$ cat src/chrono_pkg.sv
/*
  Shared constants, register map and carrier types for the tick timer and
  the two-digit chrono (stopwatch) block.
  Assumes a single 100 MHz clock and a word-wide Avalon-MM register port.
*/
package chrono_pkg;

   // -----------------------------------------------------------------
   // clocking
   // -----------------------------------------------------------------
   localparam int CLK_HZ   = 100_000_000;
   localparam int BASE_HZ  = 256;                 // prescaler output rate
   localparam int BASE_DIV = CLK_HZ / BASE_HZ;    // cycles per base period

   // -----------------------------------------------------------------
   // tick counter layout
   // -----------------------------------------------------------------
   localparam int TICK_BITS = 7;                  // 128 Hz .. 2 Hz stages
   localparam int TAP_LSB   = 3;                  // 16 Hz stage
   localparam int TAP32_BIT = 2;
   localparam int TAP8_BIT  = 4;
   localparam int TAP2_BIT  = 6;

   // -----------------------------------------------------------------
   // register indices (byte address is four times the index)
   // -----------------------------------------------------------------
   localparam logic [9:0] IDX_TICK_VALUE  = 10'h2e0;
   localparam logic [9:0] IDX_HUNDREDTHS  = 10'h2e1;
   localparam logic [9:0] IDX_TENTHS      = 10'h2e2;
   localparam logic [9:0] IDX_CHRONO_EN   = 10'h2e6;
   localparam logic [9:0] IDX_TICK_EN     = 10'h2e8;
   localparam logic [9:0] IDX_TICK_FLAG   = 10'h2e9;
   localparam logic [9:0] IDX_CHRONO_FLAG = 10'h2ea;
   localparam logic [9:0] IDX_CONTROL     = 10'h2ee;

   // control register bit positions
   localparam int CTL_TICK_CLEAR   = 3;
   localparam int CTL_RUN          = 2;
   localparam int CTL_CHRONO_CLEAR = 1;

   // -----------------------------------------------------------------
   // reset values and counting constants
   // -----------------------------------------------------------------
   localparam logic [TICK_BITS-1:0] TICK_RESET = 7'h00;
   localparam logic [3:0]  DIGIT_RESET  = 4'h0;
   localparam logic [3:0]  BCD_MAX      = 4'h9;
   localparam logic [2:0]  TICK_EN_RESET = 3'h0;
   localparam logic [1:0]  CHRONO_EN_RESET = 2'h0;
   localparam logic        RUN_RESET    = 1'h0;
   localparam logic [1:0]  STEP_SHORT   = 2'h2;   // base periods per step
   localparam logic [1:0]  STEP_LONG    = 2'h3;
   localparam logic [27:0] READ_PAD     = 28'h000_0000;

   // -----------------------------------------------------------------
   // carrier types
   // -----------------------------------------------------------------
   typedef struct packed {
      logic tick2;
      logic tick8;
      logic tick32;
   } tick_trio_t;

   typedef struct packed {
      logic second_wrap;
      logic tenth_wrap;
   } chrono_pair_t;

   typedef enum logic [1:0] {
      BUS_IDLE = 2'b01,
      BUS_ACK  = 2'b10
   } bus_state_t;

   // step length of the low digit: odd digits take three base periods;
   // digit 0 also takes three in a long decade (26 periods instead of 25);
   // high digits 1,3,5,6,8,9 give long decades: 4 x 25 + 6 x 26 = 256
   function automatic logic [1:0] step_periods(input logic [3:0] lo,
                                               input logic [3:0] hi);
      logic long_decade;
      long_decade = !(hi == 4'h0 || hi == 4'h2 || hi == 4'h4 || hi == 4'h7);
      if (lo[0] || (long_decade && lo == DIGIT_RESET))
         step_periods = STEP_LONG;
      else
         step_periods = STEP_SHORT;
   endfunction

endpackage

$ cat src/bcd_digit.sv
/*
  One decimal digit counter with clear and step, used twice in cascade.
  Assumes clear and step are one-cycle levels on the system clock.
*/
`timescale 1ns/1ps
module bcd_digit
(
   input  wire logic       ref_clk_i,
   input  wire logic       sys_rst_i,
   input  wire logic       clear_i,
   input  wire logic       step_i,
   output logic [3:0]      value_o,
   output logic            wrap_o
);

   // -----------------------------------------------------------------
   // nine-to-zero detect; a clear in the same cycle cancels the carry
   // -----------------------------------------------------------------
   assign wrap_o = step_i & ~clear_i & (value_o == chrono_pkg::BCD_MAX);

   // digit register
   always_ff @(posedge ref_clk_i)
   begin
      if (sys_rst_i || clear_i)
         value_o <= chrono_pkg::DIGIT_RESET;
      else if (wrap_o)
         value_o <= chrono_pkg::DIGIT_RESET;
      else if (step_i)
         value_o <= value_o + 4'h1;
   end
endmodule // bcd_digit

$ cat src/chrono_timers.sv
/*
  Tick timer (7-stage binary counter on the 256 Hz base) and two-digit
  chrono counter, with flags, enables and request lines, behind an
  Avalon-MM slave with waitrequest.
  Assumes all inputs synchronous to ref_clk_i; the CPU keeps its own
  interrupt-enable state and reads flags only with interrupts off.
// How it works
// RULE1: upper four tick stages read as one nibble; writes ignored.
// RULE2: reset clears the tick value nibble.
// RULE3: three read/write enables for 32, 8 and 2 Hz ticks.
// RULE4: software writes tick enables only with interrupts off.
// RULE5: reset clears all three tick enables.
// RULE6: falling edge of 32/8/2 Hz sets its flag regardless of enable.
// RULE7: reading tick flags clears them; writes ignored; top bit reads zero.
// RULE8: software reads tick flags only with interrupts off.
// RULE9: reset clears all tick flags.
// RULE10: writing one to tick clear zeroes the counter; it resumes; reads zero.
// RULE11: software should read flags after a tick clear to drop stray ones.
// RULE12: the 2 Hz stage feeds the watchdog; a clear may step it.
// RULE13: chrono is two cascaded decimal digits fed from the 256 Hz base.
// RULE14: low digit steps per hundredth; its wrap steps the high digit.
// RULE15: low digit steps every two or three base periods; decade 25 or 26.
// RULE16: per second four 25-period and six 26-period decades.
// RULE17: each digit wrap nine-to-zero sets its flag regardless of enable.
// RULE18: separate enables for tenth and second wraps gate only requests.
// RULE19: run bit starts and stops; stopped count holds and resumes.
// RULE20: chrono clear zeroes both digits; running restarts; reads zero.
// RULE21: reading chrono flags clears them; software reads with interrupts off.
// RULE22: software stops, reads both digits, restarts within 976 us.
// RULE23: each request line is flag AND enable.
// RULE24: step placement within a decade is fixed by this design.
*/
`timescale 1ns/1ps
module chrono_timers
#(
   parameter int BASE_DIV = chrono_pkg::BASE_DIV
)
(
   input  wire logic        ref_clk_i,
   input  wire logic        sys_rst_i,
   input  wire logic [11:0] avs_address_i,
   input  wire logic        avs_read_i,
   input  wire logic        avs_write_i,
   input  wire logic [31:0] avs_writedata_i,
   input  wire logic [3:0]  avs_byteenable_i,
   output logic [31:0]      avs_readdata_o,
   output logic             avs_waitrequest_o,
   output logic             tick32_irq_o,
   output logic             tick8_irq_o,
   output logic             tick2_irq_o,
   output logic             tenth_irq_o,
   output logic             second_irq_o,
   output logic             watchdog_step_o
);

   localparam int DIV_W = $clog2(BASE_DIV);

   // -----------------------------------------------------------------
   // declarations
   // -----------------------------------------------------------------
   chrono_pkg::bus_state_t          bus_state;
   chrono_pkg::bus_state_t          next_bus_state;
   logic [DIV_W-1:0]                base_cnt;
   logic [chrono_pkg::TICK_BITS-1:0] tick_cnt;
   logic [chrono_pkg::TICK_BITS-1:0] next_tick_cnt;
   chrono_pkg::tick_trio_t          tick_enable;
   chrono_pkg::tick_trio_t          tick_flag;
   chrono_pkg::chrono_pair_t        chrono_enable;
   chrono_pkg::chrono_pair_t        chrono_flag;
   logic                            chrono_run;
   logic [1:0]                      phase;
   logic [3:0]                      hundredths_counter;
   logic [3:0]                      tenths_counter;

   wire  [9:0]  reg_index;
   wire         accept;
   wire         wr_accept;
   wire         rd_accept;
   wire         base_tick;
   wire         tick_counter_clear;
   wire         chrono_clear;
   wire [chrono_pkg::TICK_BITS-1:0] tick_fall;
   wire         fall32;
   wire         fall8;
   wire         fall2;
   wire [3:0]   tick_value;
   wire [3:0]   read_mux;
   wire [2:0]   tick_read_clear;
   wire [1:0]   chrono_read_clear;
   wire [1:0]   step_len;
   wire         lo_step;
   wire         lo_wrap;
   wire         hi_wrap;
   wire         base_run;
   wire [1:0]   next_phase;

   // -----------------------------------------------------------------
   // bus slave
   // -----------------------------------------------------------------

   // request is taken on the edge after the second request cycle
   assign reg_index = avs_address_i[11:2];
   assign accept    = (bus_state == chrono_pkg::BUS_ACK);
   assign wr_accept = accept & avs_write_i & avs_byteenable_i[0];
   assign rd_accept = accept & avs_read_i;
   assign next_bus_state = (bus_state == chrono_pkg::BUS_IDLE && (avs_read_i || avs_write_i))
                           ? chrono_pkg::BUS_ACK : chrono_pkg::BUS_IDLE;

   // one wait cycle per access, then a single accept cycle
   always_ff @(posedge ref_clk_i)
   begin
      if (sys_rst_i)
         bus_state <= chrono_pkg::BUS_IDLE;
      else
         bus_state <= next_bus_state;
   end
   assign avs_waitrequest_o = bus_state[0];

   // RULE1 taps in a nibble
   assign tick_value = tick_cnt[chrono_pkg::TAP_LSB +: 4];

   // read decode; unmapped indices and unused bits read as zero
   assign read_mux =
      (reg_index == chrono_pkg::IDX_TICK_VALUE)  ? tick_value :
      (reg_index == chrono_pkg::IDX_HUNDREDTHS)  ? hundredths_counter :
      (reg_index == chrono_pkg::IDX_TENTHS)      ? tenths_counter :
      (reg_index == chrono_pkg::IDX_CHRONO_EN)   ? {2'h0, chrono_enable} :
      (reg_index == chrono_pkg::IDX_TICK_EN)     ? {1'h0, tick_enable} :
      (reg_index == chrono_pkg::IDX_TICK_FLAG)   ? {1'h0, tick_flag} :
      (reg_index == chrono_pkg::IDX_CHRONO_FLAG) ? {2'h0, chrono_flag} :
      (reg_index == chrono_pkg::IDX_CONTROL)     ? {1'h0, chrono_run, 2'h0} :
      4'h0;

   // snapshot taken when the read is first seen; stands through the accept
   always_ff @(posedge ref_clk_i)
   begin
      if (sys_rst_i)
         avs_readdata_o <= {chrono_pkg::READ_PAD, 4'h0};
      else if (bus_state == chrono_pkg::BUS_IDLE && avs_read_i)
         avs_readdata_o <= {chrono_pkg::READ_PAD, read_mux};
   end

   // RULE7 clear only what was shown, so a later event survives the read
   assign tick_read_clear = (rd_accept && reg_index == chrono_pkg::IDX_TICK_FLAG)
                            ? avs_readdata_o[2:0] : 3'h0;
   // RULE21 same for chrono flags
   assign chrono_read_clear = (rd_accept && reg_index == chrono_pkg::IDX_CHRONO_FLAG)
                              ? avs_readdata_o[1:0] : 2'h0;

   // RULE10 write-one strobes, nothing stored
   assign tick_counter_clear = wr_accept && reg_index == chrono_pkg::IDX_CONTROL
                               && avs_writedata_i[chrono_pkg::CTL_TICK_CLEAR];
   // RULE20 write-one strobe
   assign chrono_clear = wr_accept && reg_index == chrono_pkg::IDX_CONTROL
                         && avs_writedata_i[chrono_pkg::CTL_CHRONO_CLEAR];

   // RULE3 enables, run bit; RULE5 reset values
   always_ff @(posedge ref_clk_i)
   begin
      if (sys_rst_i)
      begin
         tick_enable   <= chrono_pkg::TICK_EN_RESET;
         chrono_enable <= chrono_pkg::CHRONO_EN_RESET;
         chrono_run    <= chrono_pkg::RUN_RESET;
      end
      else if (wr_accept)
      begin
         if (reg_index == chrono_pkg::IDX_TICK_EN)
            tick_enable <= avs_writedata_i[2:0];
         if (reg_index == chrono_pkg::IDX_CHRONO_EN)
            chrono_enable <= avs_writedata_i[1:0];
         // RULE19 run and stop
         if (reg_index == chrono_pkg::IDX_CONTROL)
            chrono_run <= avs_writedata_i[chrono_pkg::CTL_RUN];
      end
   end

   // -----------------------------------------------------------------
   // base rate divider
   // -----------------------------------------------------------------

   // free running; a tick clear does not touch it, as the prescaler is apart
   assign base_tick = (base_cnt == DIV_W'(BASE_DIV - 1));

   always_ff @(posedge ref_clk_i)
   begin
      if (sys_rst_i || base_tick)
         base_cnt <= '0;
      else
         base_cnt <= base_cnt + DIV_W'(1);
   end

   // -----------------------------------------------------------------
   // tick timer
   // -----------------------------------------------------------------

   // RULE10 clear wins over the count; counting resumes next base tick
   assign next_tick_cnt = tick_counter_clear ? chrono_pkg::TICK_RESET
                        : base_tick ? tick_cnt + 7'h01 : tick_cnt;
   // RULE6 falling edges, a clear of a high stage counts as one too
   assign tick_fall = tick_cnt & ~next_tick_cnt;
   assign fall32    = tick_fall[chrono_pkg::TAP32_BIT];
   assign fall8     = tick_fall[chrono_pkg::TAP8_BIT];
   assign fall2     = tick_fall[chrono_pkg::TAP2_BIT];

   // RULE2 counter; RULE9 flags; RULE12 watchdog feed
   always_ff @(posedge ref_clk_i)
   begin
      if (sys_rst_i)
      begin
         tick_cnt        <= chrono_pkg::TICK_RESET;
         tick_flag       <= chrono_pkg::TICK_EN_RESET;
         watchdog_step_o <= 1'h0;
      end
      else
      begin
         tick_cnt        <= next_tick_cnt;
         // RULE6 set wins over the read clear
         tick_flag       <= (tick_flag & ~tick_read_clear) | {fall2, fall8, fall32};
         watchdog_step_o <= fall2;
      end
   end

   // -----------------------------------------------------------------
   // chrono digits
   // -----------------------------------------------------------------

   // RULE15 RULE16 RULE24 step length from the fixed pattern
   assign step_len   = chrono_pkg::step_periods(hundredths_counter, tenths_counter);
   assign base_run   = chrono_run & base_tick;
   assign lo_step    = base_run & ~chrono_clear & (phase + 2'h1 == step_len);
   assign next_phase = chrono_clear ? 2'h0 : lo_step ? 2'h0
                     : base_run ? phase + 2'h1 : phase;

   // RULE19 phase holds while stopped, so a short stop loses no time
   always_ff @(posedge ref_clk_i)
   begin
      if (sys_rst_i)
         phase <= 2'h0;
      else
         phase <= next_phase;
   end

   // RULE13 RULE14 low digit wrap feeds the high digit
   bcd_digit u_hundredths
   (
      .ref_clk_i (ref_clk_i),
      .sys_rst_i (sys_rst_i),
      .clear_i   (chrono_clear),
      .step_i    (lo_step),
      .value_o   (hundredths_counter),
      .wrap_o    (lo_wrap)
   );

   bcd_digit u_tenths
   (
      .ref_clk_i (ref_clk_i),
      .sys_rst_i (sys_rst_i),
      .clear_i   (chrono_clear),
      .step_i    (lo_wrap),
      .value_o   (tenths_counter),
      .wrap_o    (hi_wrap)
   );

   // -----------------------------------------------------------------
   // flags and request lines
   // -----------------------------------------------------------------

   // RULE17 wraps set flags regardless of enable; RULE23 requests gated
   always_ff @(posedge ref_clk_i)
   begin
      if (sys_rst_i)
      begin
         chrono_flag  <= chrono_pkg::CHRONO_EN_RESET;
         tick32_irq_o <= 1'h0;
         tick8_irq_o  <= 1'h0;
         tick2_irq_o  <= 1'h0;
         tenth_irq_o  <= 1'h0;
         second_irq_o <= 1'h0;
      end
      else
      begin
         chrono_flag  <= (chrono_flag & ~chrono_read_clear) | {hi_wrap, lo_wrap};
         tick32_irq_o <= tick_flag.tick32 & tick_enable.tick32;
         tick8_irq_o  <= tick_flag.tick8 & tick_enable.tick8;
         tick2_irq_o  <= tick_flag.tick2 & tick_enable.tick2;
         // RULE18 enables gate the request only
         tenth_irq_o  <= chrono_flag.tenth_wrap & chrono_enable.tenth_wrap;
         second_irq_o <= chrono_flag.second_wrap & chrono_enable.second_wrap;
      end
   end
endmodule // chrono_timers

$ cat config.mk
export PLATFORM = sky130hd
export DESIGN_NAME = chrono_timers
export DESIGN_NICKNAME = d
export VERILOG_FILES = /design/src/chrono_pkg.sv /design/src/bcd_digit.sv /design/src/chrono_timers.sv
export SDC_FILE = /design/constraint.sdc
export NUM_CORES = 1
export LEC_CHECK = 0
export ABC_AREA = 0
export BUFFER_PORTS_ARGS = -buffer_cell sky130_fd_sc_hd__buf_2
export CAP_MARGIN = 30
export CORE_MARGIN = 4
export CORE_UTILIZATION = 53
export CTS_CLUSTER_DIAMETER = 100
export DETAILED_ROUTE_END_ITERATION = 6
export GPL_TIMING_DRIVEN = 0
export PLACE_DENSITY = 0.9
export SYNTH_ARGS = -nofsm -noshare
export SYNTH_HDL_FRONTEND = slang
export SYNTH_SLANG_ARGS = --single-unit
$ cat constraint.sdc
create_clock -name ref_clk_i -period 2.96 [get_ports ref_clk_i]
set_input_delay 0.444 -clock ref_clk_i [delete_from_list [all_inputs] [get_ports ref_clk_i]]
set_output_delay 0.444 -clock ref_clk_i [all_outputs]
set_load 0.005 [all_outputs]
After elaboration in Yosys (flattened, before gate mapping) --
Cells that the tools add are included.
Cells by class: eq/ne operators 17, bitwise operators 24, $add $sub $neg 5, multiplexer cells 14, reduce and logical (&&, ||, !) cells 24
Operators with widths (count):
- equality test 10 bit, second input constant | 8
- adder 19 x 1 -> 19 bit, second input constant | 1
- equality test 19 bit, second input constant | 1
- two-way mux 3 bit | 6
- bitwise AND 1 bit | 15
- two-way mux 7 bit | 2
- two-way mux 4 bit | 3
- adder 4 x 1 -> 4 bit, second input constant | 2
- equality test 4 x 3 -> 1 bit, second input constant | 2
- equality test 4 bit, second input constant | 2
- logical AND 1 bit | 8
- zero test 4 bit | 2
- adder 7 x 1 -> 7 bit, second input constant | 1
- bitwise AND 7 bit | 1
- logical OR 1 bit | 7
- inverter 7 bit | 1
- AND reduction 2 bit | 3
- equality test 4 x 2 -> 1 bit, second input constant | 1
- two-way mux 2 bit | 2
- OR reduction 2 bit | 2
- bitwise AND 3 bit | 1
- inverter 3 bit | 1
- bitwise OR 3 bit | 1
- OR reduction 3 bit | 1
- 10 further kinds | 10
Word-level totals: register bits 59

Longest topological paths before layout --
Gate-level depths: netlist (run 1).
word-level depth 15, gate-level depth with buffers 9

Cells and area by module --
A second synthesis (run 1) with hierarchy kept.
Unflattened totals: cell total of the unflattened synthesis 370, area, all modules 3150.5 um2
Modules (own cells, without submodules):
- chrono_timers | seq. area each 1021.0 um2, instances 1, area each 2770.2 um2, cells an instance 328
- bcd_digit | seq. area each 80.1 um2, instances 2, area each 190.2 um2, cells an instance 21

Worst setup path after synthesis (run 1) --
Ideal clock, no wire load.
kind reg2reg, from register u_hundredths.value_o[0], to register u_hundredths.value_o[0], arrival time 1985 ps, path buffers 0, library setup time 123 ps, stages on the path, launching flop included 8, required time 2837 ps, slack 851 ps, period minus slack after synthesis 2109 ps, path through dfxtp_1 -> inv_1 -> ha_1 -> nor4b_1 -> a211oi_2 -> xnor2_2 -> nor4_4 -> mux2_1
Between the ends: cells in the longest elaborated chain, start to end 9, elaborated cells on any way between the ends 11, classes of those cells add/sub (1); eq/ne (2); mux (1); bitwise (3); reduce/logical (4)
Ends and longest elaborated chain:
- start: declaration | line bcd_digit.sv:12 | output logic [3:0] value_o,
- start signal: assignment | line bcd_digit.sv:25 | value_o <= chrono_pkg::DIGIT_RESET;
- start signal: assignment | line bcd_digit.sv:27 | value_o <= chrono_pkg::DIGIT_RESET;
- start signal: assignment | line bcd_digit.sv:29 | value_o <= value_o + 4'h1;
- zero test 4 bit | line chrono_pkg.sv:80 | if (lo[0] || (long_decade && lo == DIGIT_RESET))
- logical AND 1 bit | line chrono_pkg.sv:80
- logical OR 1 bit | line chrono_pkg.sv:80
- two-way mux 1 bit | line chrono_pkg.sv:80
- equality test 2 bit | line chrono_timers.sv:231 | assign lo_step = base_run & ~chrono_clear & (phase + 2'h1 == step_len);
- bitwise AND 1 bit | line chrono_timers.sv:231
- bitwise AND 1 bit (2 in series) | line bcd_digit.sv:19 | assign wrap_o = step_i & ~clear_i & (value_o == chrono_pkg::BCD_MAX);
- OR reduction 2 bit (no line)
Parallel ways exist; a longest one is shown, timed or not. A chain may end at the register's enable or synchronous reset.

Final worst setup path (run 1) --
from register u_tenths.value_o[0], to register u_hundredths.value_o[1]
Between the ends: cells in the longest elaborated chain, start to end 13, elaborated cells on any way between the ends 16, classes of those cells eq/ne (4); mux (1); bitwise (3); reduce/logical (8)
Ends and longest elaborated chain:
- start: declaration | line bcd_digit.sv:12
- start signal: assignment | line bcd_digit.sv:25
- start signal: assignment | line bcd_digit.sv:27
- start signal: assignment | line bcd_digit.sv:29
- equality test 4 x 2 -> 1 bit / zero test 4 bit (equally long branches) | line chrono_pkg.sv:79 | long_decade = !(hi == 4'h0 || hi == 4'h2 || hi == 4'h4 || hi == 4'h7);
- logical OR 1 bit (2 in series) | line chrono_pkg.sv:79
- logical OR 1 bit * | line chrono_pkg.sv:79
- zero test 1 bit * | line chrono_pkg.sv:79
- logical AND 1 bit * | line chrono_pkg.sv:80
- logical OR 1 bit * | line chrono_pkg.sv:80
- two-way mux 1 bit * | line chrono_pkg.sv:80
- equality test 2 bit * | line chrono_timers.sv:231
- bitwise AND 1 bit * | line chrono_timers.sv:231
- bitwise AND 1 bit (2 in series) | line bcd_digit.sv:19
- OR reduction 2 bit (no line)
Every way passes the cells marked *; elsewhere a longest branch is shown, timed or not.

==> results of run 1 <==
-- layout by cell type (no fill, tap or decap), types with 3 or more instances in the layout --
master    Yosys  final
nor2_1       59     59
dfxtp_1      59     59
buf_2         2     30
buf_4        29     29
conb_1        1     28
nand2_1      26     26
inv_1        18     18
o21ai_0      17     17
xnor2_1      16     16
nand3_1      16     16
a21oi_1      16     16
nand4_1      13     13
nor3_1       13     13
mux2i_1      12     12
xor2_1       11     11
clkbuf_8      0     11
ha_1         10     10
clkbuf_1      8      9
nor2b_1       7      7
and2_1        6      6
or2_2         5      5
nor3b_1       5      5
o41ai_1       3      3
nand4b_1      3      3
-- worst max path at each step --
stage,from,to,slack (ns),cells past startpoint
after detailed placement,u_hundredths.value_o[0]$_SDFFE_PP0P_,u_hundredths.value_o[1]$_SDFFE_PP0P_,0.59,7
after CTS,u_tenths.value_o[0]$_SDFFE_PP0P_,u_hundredths.value_o[1]$_SDFFE_PP0P_,0.57,7
final,u_tenths.value_o[0]$_SDFFE_PP0P_,u_hundredths.value_o[1]$_SDFFE_PP0P_,0.58,7
after global placement,u_tenths.value_o[0]$_SDFFE_PP0P_,u_hundredths.value_o[0]$_SDFFE_PP0P_,0.63,7
after floorplan,u_hundredths.value_o[0]$_SDFFE_PP0P_,u_hundredths.value_o[0]$_SDFFE_PP0P_,0.85,7
after global routing,u_hundredths.value_o[0]$_SDFFE_PP0P_,u_hundredths.value_o[0]$_SDFFE_PP0P_,0.43,7
-- logic make-up after synthesis --
family / Yosys count
AO/OA/AOI/OAI: 51
XOR/XNOR: 28
adder cells (fa/ha/maj): 10
buffers and inverters: 58
flip-flops: 59
multiplexers: 14
other: 1
AND/OR/NAND/NOR: 180
-- power by group through the flow --
stage / Sequential, mW / Combinational, mW / Clock (mW)
6_report: 0.812 / 0.127 / 0.843
3_3_place_gp: 0.829 / 0.118 / 0
2_1_floorplan: 0.829 / 0.0858 / 0
4_1_cts: 0.812 / 0.124 / 0.855
5_1_grt: 0.814 / 0.140 / 0.893
3_5_place_dp: 0.830 / 0.122 / 0
-- routing by layer --
layer,share of wire (%),vias to the layer above,GRT usage [%]
li1,-,1466,-
met1,39,1358,22.2
met2,50,121,37.3
met3,7.5,25,6.91
met4,3.2,0,10.3
met5,0,-,0
-- metrics by stage --
step	setup slack, ns	cell area [um^2]	std cells
finish	0.580	3880	547
global route	0.427	3880	547
CTS	0.569	3880	547
detailed placement	0.589	3660	531
global placement	0.632	3660	531
floorplan	0.851	3420	428
-- registers in the layout (all words and copies together) (netlist names), 2 cells and up --
| register | cells |
|---|---|
| chrono_flag | 2 |
| phase | 2 |
| base_cnt | 19 |
| avs_readdata_o | 4 |
| bus_state | 2 |
| u_tenths.value_o | 4 |
| tick_enable | 3 |
| chrono_enable | 2 |
| tick_flag | 3 |
| u_hundredths.value_o | 4 |
| tick_cnt | 7 |
-- tightest hold or removal path: cells and delay by family --
family | cells | cell delay, ns
buffers and inverters | 1 | 0.09
and+or+nand+nor | 1 | 0.07
muxes | 1 | 0.07
-- synthesized netlist by cell type, types with 2 or more instances --
cell,count,area (um^2)
a31oi_1,2,12.5
o41ai_1,3,26.3
or2_2,5,31.3
and2_1,6,37.5
and4bb_2,2,25.0
a2bb2oi_1,2,17.5
mux2_1,2,22.5
xnor2_1,16,140
nor4_1,2,12.5
clkbuf_1,8,30.0
nand2b_1,2,12.5
ha_1,10,125
nor3b_1,5,37.5
o31ai_1,2,15.0
nor2b_1,7,43.8
nand3_1,16,80.1
o21ai_0,17,85.1
and4b_1,2,20.0
and4_1,2,17.5
nand3b_1,2,15.0
buf_4,29,218
and3_1,2,12.5
nor3_1,13,65.1
mux2i_1,12,120
buf_2,2,10.0
dfxtp_1,59,1180
nand2_1,26,97.6
xor2_1,11,96.3
or4_1,2,15.0
inv_1,18,67.6
nand4_1,13,81.3
a21oi_1,16,80.1
or3b_2,2,17.5
nor2_1,59,221
nand4b_1,3,26.3
-- cell type report --
type,count,area share [%]
timing repair buffer,28,3.61
clock buffer,12,3.99
buffer,40,6.73
sequential,59,30.4
multi-input combinational,311,49.2
inverter,18,1.74
tap,75,2.42
clock inverter,4,1.87
==> metrics, run 1 <==
status completed; compound-cell area share of the yosys netlist under 10%; fillers between 500 and 600; Worst-Skew Late Latency between 0.3 and 0.4 ns; cts hold-fix bufs 0; Chip Width approximately 87 um; Seq/Total Area, Yosys around 36%; vias in the first global route between 2000 and 3000; multi-input logic area roughly 1900 um^2; worst r2r src u_tenths.value_o[0]$_SDFFE_PP0P_; Peak VDD IR 0.000395 V; Slew @ Worst Pin approximately 0.64 ns; number of flops mapped to enable cells by yosys 0; multiplexer share of the synthesized area 4.29%; Worst Reg-to-Reg Cells 7; total area of sequential cells between 1000 and 1500 um^2; critical-path cell list inv_1 -> ha_1 -> nor4b_1 -> a211oi_2 -> xnor2_2 -> nor4_4 -> mux2_1; final hold viol count 0; synth-to-layout area growth 16.9%; Final min period between 2 and 2.5 ns; Via density around 5.4; Worst path max stage delay roughly 0.48 ns; CP endpoint kind flip-flop; worst hold path class input pin to flip-flop; Reg power frac between 40% and 50%; DR WL/cell around 14 um; # clock sinks 59; number of port buffers 28; Worst Path Required approximately 3.2 ns; WHS Path Cells 3; total congestion overflow 0; critical path class flip-flop to flip-flop; Power Density 459 nW/um^2; largest family of logic cells by synthesized area simple AND/OR/NAND/NOR gates; Slew Limit Headroom 57.0%; combinational share of power 7.1%; fin. max-slew vios 0; H-tree levels 3; global-route wire length before repair roughly 13000 um; number of nets in the final layout 529; Post-synth top flop dfxtp_1; total CTS buffers 9; hold_sp avs_writedata_i[0]; slowest CP cell dfxtp_1; asr flop ratio synth 0%; die area ~7600 um^2; Synth Area in Simple Gates 29.3%; Psw about 0.4 mW; number of max-cap violations 0; crit path buf inv count 1; Inserted Diodes 0; CP Max Fanout 7; largest net degree at the start of global routing 11; R2R Path End u_hundredths.value_o[1]$_SDFFE_PP0P_; GRT Overall Usage a little over a fifth; row count 28; Yosys reg bits just under 60; Final HPWL DP between 5000 and 6000 um; Yosys cell types 56; yosys warns 0; hold_ws approximately 0.36 ns; Finish-stage setup viols 0; final period utilization between 80% and 90%; Power, Total ~1.8 mW; Peak Freq between 0.4 and 0.5 GHz; final core utilization 64.8%; Post-Route WL between 7000 and 8000 um; Pre-antenna DRT Iters 4; Post-DRT Antenna Nets 0; leakage power 1.54 nW; initial DRC count around 140; WHS Endpoint tick_enable[0]$_SDFFE_PP0P_; Synth Area per Inst a little over 8 um^2; Vias approximately 3000; drc violations 0; skew final about 0.009 ns; Core Area 5990 um^2; XOR/XNOR share of the synthesized area 7.61%; CTS clk-pin slew, worst paths about 0.070 ns; CTS root buffer clkbuf_8; Adder-Cell Fraction of Synth Area 3.77%; Fin Setup TNS 0 ns; Initial Util 55.5%; clk buf depth 2; Clk pwr share a little under half; I/O pins 91; gpl congestion slightly above 0.9; Die Y a little under 90 um; postcts setup bufs 0; Worst Setup Start Kind flip-flop; internal reg-to-reg setup slack 0.58 ns; initial antenna violation count 0; cell-internal power ~1.4 mW; share of cells above drive strength 1 a little under a fifth; crit path DAT 2.61 ns; Post-CTS Resized 0; switch share a little under a quarter; CTS tree built; delay-heaviest family, CP simple AND/OR/NAND/NOR gates; RSZ-0062 raised after global routing false; Syn Std Cell Area 3320 um^2; Synth Instances 401
(Power assumes the default switching activity.)
==> inputs of run 2 (changes only) <==
==> constraint.sdc (replaced) <==
create_clock -name ref_clk_i -period 2.36 [get_ports ref_clk_i]
set_input_delay 0.354 -clock ref_clk_i [delete_from_list [all_inputs] [get_ports ref_clk_i]]
set_output_delay 0.354 -clock ref_clk_i [all_outputs]
set_load 0.005 [all_outputs]
==> run 2 against run 1 <==
Power up 25%. Final cell count up 0.37%. Register-to-register slack worse by 0.42 ns. Setup slack worse by 0.42 ns. Sequential cell count unchanged. Count of clock-buffer cells in the layout unchanged. First-iteration DRC count up 14%. Critical path depth unchanged. Utilization up 0.46 points. Critical path type unchanged. Die area unchanged. Highest routed layer unchanged.
==> metrics, run 2 (synthesis gave the netlist of run 1 again) <==
die area roughly 7600 um^2; CP Max Fanout 6; Reg power frac between 40 and 50%; Power Density ~570 nW/um^2; row count 28; Inserted Diodes 0; Peak Freq 0.454 GHz; Fin Setup TNS 0 ns; crit path DAT between 2 and 2.5 ns; Die Y roughly 87 um; fillers 523; status completed; Psw roughly 0.5 mW; Final min period 2.20 ns; share of cells above drive strength 1 about a fifth; global-route wire length before repair 12600 um; combinational share of power a little over 7%; multi-input logic area 1920 um^2; Final WS setup 0.156 ns; largest net degree at the start of global routing 11; final period utilization around 93%; Chip Width 87.2 um; vias in the first global route 2943; number of nets in the final layout approximately 530; number of port buffers 28; switch share between 20 and 25%; cell-internal power 1.73 mW; Layout Cells excl Fill between 500 and 600; hold_ws about 0.27 ns; total area of sequential cells 1180 um^2; CTS clk-pin slew, worst paths 0.06 ns; H-tree levels 3; Clk pwr share a little under half; fin area 3910 um^2; Core Area approximately 6000 um^2; I/O pins 91; Area after DPL between 3000 and 4000 um^2; Vias 3000; CTS root buffer clkbuf_8; clk buf depth 2; final hold viol count 0; largest registers base_cnt x19, tick_cnt x7; Peak VDD IR just under 0.0005 V; Pre-antenna DRT Iters 5; CP endpoint kind flip-flop; Worst Setup Start Kind flip-flop; Initial Util ~55%; Post-DRT Antenna Nets 0; Final HPWL DP about 5600 um; Worst Path Required 2.59 ns; Setup WS pre-CTS -0.0107 ns; max reg flops 19; synth-to-layout area growth 17.8%; initial antenna violation count 0; GRT Overall Usage 21.0%; drc violations 0; most common cell after layout, fill and taps aside nor2_1; Placed Instances 531; gpl congestion 0.934; # clock sinks 59; DR WL/cell 13.8 um; Worst-Skew Late Latency 0.35 ns; leakage power roughly 1.6 nW; Slew @ Worst Pin roughly 0.64 ns; Via density about 5.5; total congestion overflow 0; worst hold path class input pin to flip-flop; critical path class flip-flop to flip-flop; Slew Limit Headroom 57.5%; most frequent cells in the layout nor2_1 (58), dfxtp_1 (56), buf_4 (31); register name with the most flops base_cnt; skew final 0.00891 ns; initial DRC count roughly 160; CTS tree built; total CTS buffers 9; number of max-cap violations 0; Post-Route WL about 7600 um; Finish-stage setup viols 0; fin. max-slew vios 0
## run 2: cell types whose count changed in the layout (fill, tap and decap cells not counted)
cell,previous run,this run
nor2_1,59,58
nor4b_1,1,0
nor2_2,0,1
buf_4,29,31
dfxtp_2,0,3
nor4b_2,1,2
dfxtp_1,59,56
## run 2: path summary, 6_finish.rpt
path / endpoint / slack [ns] / cells past startpoint / from
setup / recovery: u_hundredths.value_o[1]$_SDFFE_PP0P_ / 0.16 / 7 / u_hundredths.value_o[1]$_SDFFE_PP0P_
hold / removal: chrono_run$_SDFFE_PP0N_ / 0.27 / 3 / avs_writedata_i[2]
setup reg to reg: u_hundredths.value_o[1]$_SDFFE_PP0P_ / 0.16 / 7 / u_hundredths.value_o[1]$_SDFFE_PP0P_
hold reg to reg: tick32_irq_o$_SDFF_PP0_ / 0.46 / 2 / tick_enable[0]$_SDFFE_PP0P_
## run 2: metal layers
layer | vias to the layer above | part of all wire, % | track usage [%]
met5 | - | 0 | 0
met4 | 0 | 3.0 | 10.3
met3 | 33 | 8.1 | 6.91
met2 | 121 | 49 | 37.3
met1 | 1375 | 40 | 22.2
li1 | 1471 | - | -
## run 2: final cells by class
| type | instances | share of cell area, % |
|---|---|---|
| Multi-Input combinational cell | 311 | 49.1 |
| Sequential cell | 59 | 30.3 |
| Buffer | 40 | 6.68 |
| Clock buffer | 12 | 3.97 |
| Timing Repair Buffer | 30 | 3.97 |
| Tap cell | 75 | 2.40 |
| Clock inverter | 4 | 1.85 |
| Inverter | 18 | 1.73 |
## run 2: critical path: stages, from the launching register on
cell and delay [ns]:
dfxtp_1 0.40, inv_1 0.10, ha_1 0.19, nor4b_2 0.16, a211oi_2 0.33, xnor2_2 0.19, nor4_4 0.38, mux2_1 0.35
## run 2: repair_timing
| item | 4_1_cts | 5_1_grt |
|---|---|---|
| resized for setup | 0 | 5 |
| hold buffers | 0 | 0 |
| hold endpoints to repair | 0 | 0 |
| pin swaps | 1 | 2 |
| setup buffers | 0 | 2 |
| setup endpoints to repair | 2 | 13 |
## run 2: power groups by stage
stage               Clock (mW)  Combinational, mW  Sequential [mW]
finish                    1.05              0.159             1.02
global route              1.12              0.176             1.02
floorplan                    0              0.108             1.04
detailed placement           0              0.153             1.04
CTS                       1.07              0.155             1.02
global placement             0              0.148             1.04
## run 2: metrics by stage
stage,utilization [%],power [mW]
final,65.3,2.23
after detailed placement,61.0,1.19
after global routing,65.3,2.32
after floorplan,-,1.15
after global placement,61.0,1.19
after CTS,64.8,2.25
